[config.mk]
export PLATFORM = sky130hd
export DESIGN_NAME = ddwb_core
export DESIGN_NICKNAME = d
export VERILOG_FILES = /design/src/pkg/ddwb_pkg.sv /design/src/rtl/ddwb_core.sv
export SDC_FILE = /design/constraint.sdc
export NUM_CORES = 1
export LEC_CHECK = 0
export BUFFER_PORTS_ARGS = -buffer_cell sky130_fd_sc_hd__buf_2
export CORE_ASPECT_RATIO = 1.4
export CORE_MARGIN = 1
export CORE_UTILIZATION = 30
export CTS_CLUSTER_DIAMETER = 30
export DETAILED_ROUTE_END_ITERATION = 10
export GPL_TIMING_DRIVEN = 0
export HOLD_SLACK_MARGIN = 0.03
export PLACE_DENSITY_LB_ADDON = 0.1
export RECOVER_POWER = 25
export REMOVE_ABC_BUFFERS = 1
export SYNTH_ARGS = -nofsm -noshare
export SYNTH_HDL_FRONTEND = slang
export SYNTH_SLANG_ARGS = --single-unit
[constraint.sdc]
create_clock -name mclk -period 5.13 [get_ports mclk]
set_input_delay 0.513 -clock mclk [delete_from_list [all_inputs] [get_ports mclk]]
set_output_delay 0.513 -clock mclk [all_outputs]
set_load 0.05 [all_outputs]
[src/pkg/ddwb_pkg.sv]
// Constants and types for the DDR3 write burst and precharge block.
// Assumes the pin bundle is sampled by the mclk domain only.
package ddwb_pkg;
	// Positions inside the sampled pin bundle
	localparam int PIN_DM = 0;
	localparam int PIN_DQ_LO = 1;
	localparam int PIN_DQ_HI = 8;
	localparam int PIN_DQS = 9;
	localparam int PIN_ADDR_LO = 10;
	localparam int PIN_ADDR_HI = 25;
	localparam int PIN_BA_LO = 26;
	localparam int PIN_BA_HI = 28;
	localparam int PIN_WE_N = 29;
	localparam int PIN_CAS_N = 30;
	localparam int PIN_RAS_N = 31;
	localparam int PIN_CS_N = 32;
	localparam int PIN_CK = 33;
	localparam int PIN_W = 34;
	// Address bits with special meaning
	localparam int ADDR_CHOP = 12;
	localparam int ADDR_ALLBANK = 10;
	localparam int COL_W = 10;
	localparam int DATA_W = 8;
	localparam int BANKS = 8;
	// Burst field of mode register 0
	localparam logic [1:0] BURST_FIXED8 = 2'h0;
	localparam logic [1:0] BURST_OTF = 2'h1;
	localparam logic [1:0] BURST_FIXED4 = 2'h2;
	// Beat counts and clock cycles spent per burst
	localparam logic [3:0] BEATS_FULL = 4'h8;
	localparam logic [3:0] BEATS_CHOP = 4'h4;
	localparam logic [5:0] CK_FULL = 6'h04;
	localparam logic [5:0] CK_CHOP = 6'h02;
	// Link clock cycles allowed past the last beat before giving up
	localparam logic [5:0] CK_SLACK = 6'h03;
	// Stored beat: bank, column, data
	localparam int BEAT_W = 3 + COL_W + DATA_W;
	typedef enum logic [0:0] {ST_IDLE, ST_BURST} ddwb_state_e;
endpackage : ddwb_pkg

[src/rtl/ddwb_core.sv]
// DDR3 write burst capture, write mask and precharge bank tracking.
// Assumes all pins, link clock included, arrive asynchronous to mclk.
`timescale 1ns/1ps
module ddwb_core
(
	input wire logic mclk,
	input wire logic sys_rst,
	input wire logic ddrClk,
	input wire logic csN,
	input wire logic rasN,
	input wire logic casN,
	input wire logic weN,
	input wire logic [2:0] bankAddr,
	input wire logic [15:0] addr,
	input wire logic dqs,
	input wire logic [7:0] dq,
	input wire logic dm,
	input wire logic [1:0] burstMode,
	input wire logic [3:0] addLat,
	input wire logic [3:0] casWriteLat,
	input wire logic storeReady,
	output logic storeValid,
	output logic [2:0] storeBank,
	output logic [9:0] storeCol,
	output logic [7:0] storeData,
	output logic [7:0] bankOpen,
	output logic burstBusy,
	output logic overrun,
	output logic burstAbort
);

	typedef struct packed {
		logic [ddwb_pkg::PIN_W-1:0] sync1;
		logic [ddwb_pkg::PIN_W-1:0] sync2;
		logic [ddwb_pkg::PIN_W-1:0] sync3;
		logic ckLvl;
		logic dqsLvl;
		ddwb_pkg::ddwb_state_e state;
		logic [5:0] ckCnt;
		logic [5:0] wlat;
		logic chop;
		logic [2:0] bank;
		logic [9:0] col;
		logic [3:0] beat;
		logic preSeen;
		logic [ddwb_pkg::BEAT_W-1:0] head;
		logic [ddwb_pkg::BEAT_W-1:0] tail;
		logic headVal;
		logic tailVal;
		logic [7:0] bankOpen;
		logic overrun;
		logic abort;
		logic busy;
	} ddwb_st_s;

	ddwb_st_s r_q;
	ddwb_st_s r_d;

	logic ckRise;
	logic dqsEdge;
	logic cmdValid;
	logic isWrite;
	logic isPrecharge;
	logic isActivate;
	logic [3:0] beatsNeed;
	logic [5:0] ckNeed;
	logic beatTake;
	logic beatPush;
	logic [2:0] beatOfs;
	logic [9:0] beatCol;
	logic [15:0] pinAddr;
	logic [2:0] pinBank;
	logic chopNow;

	always_comb
	begin
		pinAddr = r_q.sync3[ddwb_pkg::PIN_ADDR_HI:ddwb_pkg::PIN_ADDR_LO];
		pinBank = r_q.sync3[ddwb_pkg::PIN_BA_HI:ddwb_pkg::PIN_BA_LO];
		// Edges count once the second and third stages agree
		ckRise = (r_q.sync2[ddwb_pkg::PIN_CK] == r_q.sync3[ddwb_pkg::PIN_CK])
			&& r_q.sync3[ddwb_pkg::PIN_CK] && !r_q.ckLvl;
		dqsEdge = (r_q.sync2[ddwb_pkg::PIN_DQS] == r_q.sync3[ddwb_pkg::PIN_DQS])
			&& (r_q.sync3[ddwb_pkg::PIN_DQS] != r_q.dqsLvl);
		cmdValid = ckRise && !r_q.sync3[ddwb_pkg::PIN_CS_N];
		isWrite = cmdValid && r_q.sync3[ddwb_pkg::PIN_RAS_N]
			&& !r_q.sync3[ddwb_pkg::PIN_CAS_N] && !r_q.sync3[ddwb_pkg::PIN_WE_N];
		isPrecharge = cmdValid && !r_q.sync3[ddwb_pkg::PIN_RAS_N]
			&& r_q.sync3[ddwb_pkg::PIN_CAS_N] && !r_q.sync3[ddwb_pkg::PIN_WE_N];
		isActivate = cmdValid && !r_q.sync3[ddwb_pkg::PIN_RAS_N]
			&& r_q.sync3[ddwb_pkg::PIN_CAS_N] && r_q.sync3[ddwb_pkg::PIN_WE_N];
		// Burst length per mode field and A12
		case (burstMode)
			ddwb_pkg::BURST_FIXED8: chopNow = 1'b0;
			ddwb_pkg::BURST_OTF: chopNow = !pinAddr[ddwb_pkg::ADDR_CHOP];
			ddwb_pkg::BURST_FIXED4: chopNow = 1'b1;
			default: chopNow = 1'b0;
		endcase
		beatsNeed = r_q.chop ? ddwb_pkg::BEATS_CHOP : ddwb_pkg::BEATS_FULL;
		ckNeed = r_q.chop ? ddwb_pkg::CK_CHOP : ddwb_pkg::CK_FULL;
		// Only edges inside an open burst are taken
		beatTake = (r_q.state == ddwb_pkg::ST_BURST) && r_q.preSeen && dqsEdge;
		// Mask is consulted only inside a write burst, never for reads
		beatPush = beatTake && !r_q.sync3[ddwb_pkg::PIN_DM];
		// Wrap order inside the burst block
		beatOfs = r_q.col[2:0] + r_q.beat[2:0];
		if (r_q.chop)
		begin
			beatCol = {r_q.col[9:2], beatOfs[1:0]};
		end
		else
		begin
			beatCol = {r_q.col[9:3], beatOfs};
		end
	end

	always_comb
	begin
		r_d = r_q;
		r_d.sync1 = {ddrClk, csN, rasN, casN, weN, bankAddr, addr, dqs, dq, dm};
		r_d.sync2 = r_q.sync1;
		r_d.sync3 = r_q.sync2;
		if (r_q.sync2[ddwb_pkg::PIN_CK] == r_q.sync3[ddwb_pkg::PIN_CK])
		begin
			r_d.ckLvl = r_q.sync3[ddwb_pkg::PIN_CK];
		end
		if (r_q.sync2[ddwb_pkg::PIN_DQS] == r_q.sync3[ddwb_pkg::PIN_DQS])
		begin
			r_d.dqsLvl = r_q.sync3[ddwb_pkg::PIN_DQS];
		end

		// Two-entry buffer: pop first, then push
		if (r_q.headVal && storeReady)
		begin
			r_d.head = r_q.tail;
			r_d.headVal = r_q.tailVal;
			r_d.tailVal = 1'b0;
		end
		if (beatPush)
		begin
			if (!r_d.headVal)
			begin
				r_d.head = {r_q.bank, beatCol, r_q.sync3[ddwb_pkg::PIN_DQ_HI:ddwb_pkg::PIN_DQ_LO]};
				r_d.headVal = 1'b1;
			end
			else if (!r_d.tailVal)
			begin
				r_d.tail = {r_q.bank, beatCol, r_q.sync3[ddwb_pkg::PIN_DQ_HI:ddwb_pkg::PIN_DQ_LO]};
				r_d.tailVal = 1'b1;
			end
			else
			begin
				r_d.overrun = 1'b1;
			end
		end

		case (r_q.state)
			ddwb_pkg::ST_IDLE:
			begin
				if (isWrite)
				begin
					r_d.state = ddwb_pkg::ST_BURST;
					r_d.ckCnt = 6'h00;
					r_d.wlat = {2'h0, addLat} + {2'h0, casWriteLat};
					r_d.chop = chopNow;
					r_d.bank = pinBank;
					r_d.col = pinAddr[9:0];
					r_d.beat = 4'h0;
					r_d.preSeen = 1'b0;
					r_d.overrun = 1'b0;
					r_d.abort = 1'b0;
				end
			end
			ddwb_pkg::ST_BURST:
			begin
				if (ckRise)
				begin
					r_d.ckCnt = r_q.ckCnt + 6'h01;
				end
				// Preamble: strobe low from one clock before latency
				if (!r_q.preSeen && (r_q.ckCnt + 6'h01 >= r_q.wlat) && !r_q.dqsLvl)
				begin
					r_d.preSeen = 1'b1;
				end
				if (beatTake)
				begin
					r_d.beat = r_q.beat + 4'h1;
					if (r_q.beat + 4'h1 == beatsNeed)
					begin
						r_d.state = ddwb_pkg::ST_IDLE;
					end
				end
				else if (r_q.ckCnt > r_q.wlat + ckNeed + ddwb_pkg::CK_SLACK)
				begin
					// Missing strobe edges end the burst, never a hang
					r_d.state = ddwb_pkg::ST_IDLE;
					r_d.abort = 1'b1;
				end
			end
			default: r_d.state = ddwb_pkg::ST_IDLE;
		endcase
		// Busy kept in its own flop so the output leaves a register
		r_d.busy = (r_d.state == ddwb_pkg::ST_BURST);

		if (isActivate)
		begin
			r_d.bankOpen[pinBank] = 1'b1;
		end
		if (isPrecharge)
		begin
			if (pinAddr[ddwb_pkg::ADDR_ALLBANK])
			begin
				r_d.bankOpen = 8'h00;
			end
			else
			begin
				r_d.bankOpen[pinBank] = 1'b0;
			end
		end
	end

	always_ff @(posedge mclk)
	begin
		if (sys_rst)
		begin
			r_q <= '0;
		end
		else
		begin
			r_q <= r_d;
		end
	end

	assign storeValid = r_q.headVal;
	assign storeBank = r_q.head[ddwb_pkg::BEAT_W-1 -: 3];
	assign storeCol = r_q.head[ddwb_pkg::DATA_W +: ddwb_pkg::COL_W];
	assign storeData = r_q.head[ddwb_pkg::DATA_W-1:0];
	assign bankOpen = r_q.bankOpen;
	assign burstBusy = r_q.busy;
	assign overrun = r_q.overrun;
	assign burstAbort = r_q.abort;
endmodule : ddwb_core

==> summary.txt <==
Power and ir drop
  • Flop pwr share: 47.2%
  • Total Power: 2.99 mW
  • Worst vdd ir: 0.000228 V
  • Combinational share of power: 2.7%
  • Clk network pwr share: 50.1%
  • PD cells: 376 nW/µm²
  • Internal power: 2.38 mW
  • P_sw: 0.609 mW
  • Static leakage: 3.26 nW
  • Switching share of power: 20.4%

Logic synthesis
  • #FFs+latches synth: 177
  • Cells after synthesis: 730
  • Post-Syn Area per Cell: 9.39 µm²
  • Biggest area consumer among synthesized cells: dfxtp_1
  • Synth cell types: 45
  • EDFF count, synth: 0
  • Synth Warn #: 0
  • Synth top area cells: dfxtp_1 52%, nor2b_1 8.8%, ha_1 4.7%
  • Post-synth top flop: dfxtp_1
  • Sequential fraction of the synthesis area: 51.7%
  • Most instantiated cells after synthesis: 177 x dfxtp_1, 96 x nor2b_1, 71 x nand2_1
  • Post-Syn Area: 6860 µm²
  • Synth top area share: 51.7%
  • Most common cell in the synthesized netlist: dfxtp_1
  • Ys async rst share: 0%

Timing
  • Minimum clock period: 2.89 ns
  • Final setup margin: 2.24 ns
  • Setup TNS: 0 ns
  • Setup Skew: 0.00791 ns
  • Minimum hold slack: 0.291 ns
  • Final hold vios: 0
  • Actual slew at the worst max-slew pin: 2.74 ns
  • Relative slew slack: -82.6%
  • RSZ-0062 raised after global routing: false
  • Peak Freq: 0.346 GHz
  • Final setup vio count: 0
  • Crit share post-route: 56.3%
  • Max Slew Vio Count: 61

Setup path
  • Worst EP arrival: 3.20 ns
  • WP data required: 5.44 ns
  • Delay-heaviest family, CP: buffers and inverters
  • Worst-path fanout max: 118
  • CP bufs+invs: 2
  • Setup CP Type: input pin to register
  • CP endpoint: r_q[55]$_SDFFE_PP0P_
  • Worst path slowest cell: clkbuf_1
  • Reg2Reg Depth: 11
  • R2r endpoint: burstBusy$_SDFF_PP0_
  • Worst setup SP type: input pin
  • Critical path cell sequence: clkbuf_1, buf_16, or4b_2, o21ai_0
  • Setup slack, reg-to-reg: 2.25 ns
  • Critical path's largest stage delay: 1.89 ns
  • Critical path origin: sys_rst
  • Element type at the critical path end: register
  • Crit. path cell count: 4
  • Crit Reg-Reg Startpoint: r_q[73]$_SDFFE_PP0P_

Route
  • Vias after detailed routing: 4834
  • ANT nets after route: 0
  • Post-Route WL: 14000 µm
  • Drc violations: 0
  • Vias per cell: 4.52
  • Detailed Routing Iterations Pass 1: 4
  • Avg WL per Cell: 13.1 µm
  • DRT iter0 DRCs: 280

Clocking
  • CTS resizes: 0
  • Clock root buffer: clkbuf_16
  • Post-CTS Hold Fix Bufs: 0
  • Clock transition at path regs: 0.07 ns
  • Longest Clk Path Bufs: 2
  • Num CTS Buffers: 17
  • Num Clock Sinks: 177
  • Number of setup buffers added after CTS: 0
  • H-tree depth: 4
  • Clock latency at the later pin of the worst-skew pair: 0.43 ns
  • CTS tree: yes

GRT
  • Largest net degree at the start of global routing: 119
  • GRT Total Usage: 12.7%
  • Initial antenna violation count: 0
  • First-pass GRT wire length: 23200 µm
  • Number of global-route vias before repair: 4750
  • Grt ovf: 0

Placed design
  • GP Congestion: 0.759
  • Placement-stage worst setup slack: 2.28 ns
  • Area after DPL: 7270 µm²
  • Post-DP HPWL: 8640 µm
  • Placed Cells: 1037
  • # port buffers: 75

Outcome
  • Failing checks: capacitance limit, slew limit
  • Status: finished with violations

Cells and area
  • Layout cell share with drive strength beyond 1: 14.8%
  • Fin area: 7950 µm²
  • Fill count: 2311
  • Final core occ: 35.4%
  • Area Growth Syn to Fin: 16.0%
  • Final Instance Count excl. Fillers: 1069
  • ANT cells: 0
  • Final #Nets: 831

Floorplanning
  • Chip width: 130 µm
  • Initial core utilization: 30.5%
  • # rows: 65
  • Die area: 23500 µm²
  • Die Height: 181 µm
  • Core Region: 22400 µm²
  • IO Pins: 80

Job
  • Max_cap viols: 1

Hold path
  • Hold/Removal Path Class: input pin to register
-- power groups by stage --
stage / logic [mW] / registers, mW / clock network, mW
5_1_grt: 0.0931 / 1.41 / 1.60
2_1_floorplan: 0.0348 / 1.44 / 0
3_3_place_gp: 0.0808 / 1.44 / 0
4_1_cts: 0.0842 / 1.41 / 1.54
6_report: 0.0815 / 1.41 / 1.50
3_5_place_dp: 0.0838 / 1.44 / 0
-- per-layer routing --
layer | up-vias | track usage [%] | wire length [µm]
li1 | 2458 | - | -
met1 | 2257 | 14.7 | 6360
met2 | 96 | 21.7 | 6810
met3 | 23 | 3.08 | 601
met4 | 0 | 6.00 | 282
met5 | - | 0 | 0
-- area by class of cell --
type,count,area [µm²],area share [%]
flip-flops and latches,177,3540,44.6
multi-input cells,457,2840,35.7
clock buffers,19,443,5.57
repair buffers,77,417,5.24
well taps,301,377,4.74
clock inverters,13,244,3.07
inverters,25,93.8,1.18
-- placed cells by master, fill, tap and decap left out, types with 5 or more instances in the layout --
cell type	n
nand3_1	29
nor3_1	13
mux2i_1	21
a311oi_1	21
nor2_1	63
nor2b_1	96
inv_1	25
a211oi_1	5
o21ai_0	10
dfxtp_1	177
nand3b_1	5
buf_2	74
a21oi_1	45
a31oi_1	9
bufinv_16	6
ha_1	26
clkbuf_16	17
nand2_1	70
xnor2_1	8
-- worst min-delay path by stage --
stage / start / endpoint / slack (ns) / cells after the start
2_1_floorplan: pinAddr[0]$_SDFF_PP0_ / r_q[60]$_SDFFE_PP0P_ / 0.41 / 2
3_3_place_gp: r_d[150]$_SDFF_PP0_ / r_d[116]$_SDFF_PP0_ / 0.42 / 1
3_5_place_dp: r_d[149]$_SDFF_PP0_ / r_d[115]$_SDFF_PP0_ / 0.42 / 1
4_1_cts: bankAddr[0] / r_d[149]$_SDFF_PP0_ / 0.27 / 2
5_1_grt: addr[9] / r_d[142]$_SDFF_PP0_ / 0.28 / 2
6_report: bankAddr[0] / r_d[149]$_SDFF_PP0_ / 0.29 / 2
-- state kept, by name, summed over array words and instances, names as in the netlist --
signal / flops
r_q: 69
r_d: 60
pinAddr: 12
storeCol: 10
bankOpen: 8
storeData: 8
pinBank: 3
storeBank: 3
burstAbort: 1
burstBusy: 1
overrun: 1
storeValid: 1
-- logic make-up after synthesis --
group	synth area share (%)
adders and majority gates	5.62
muxes	3.23
DFF	51.7
xor gates and xnor gates	1.28
buffers and inverters	6.99
AOI/OAI and AO/OA	9.60
and+or+nand+nor	21.6
Note: power is estimated with default switching activity, not from simulation.
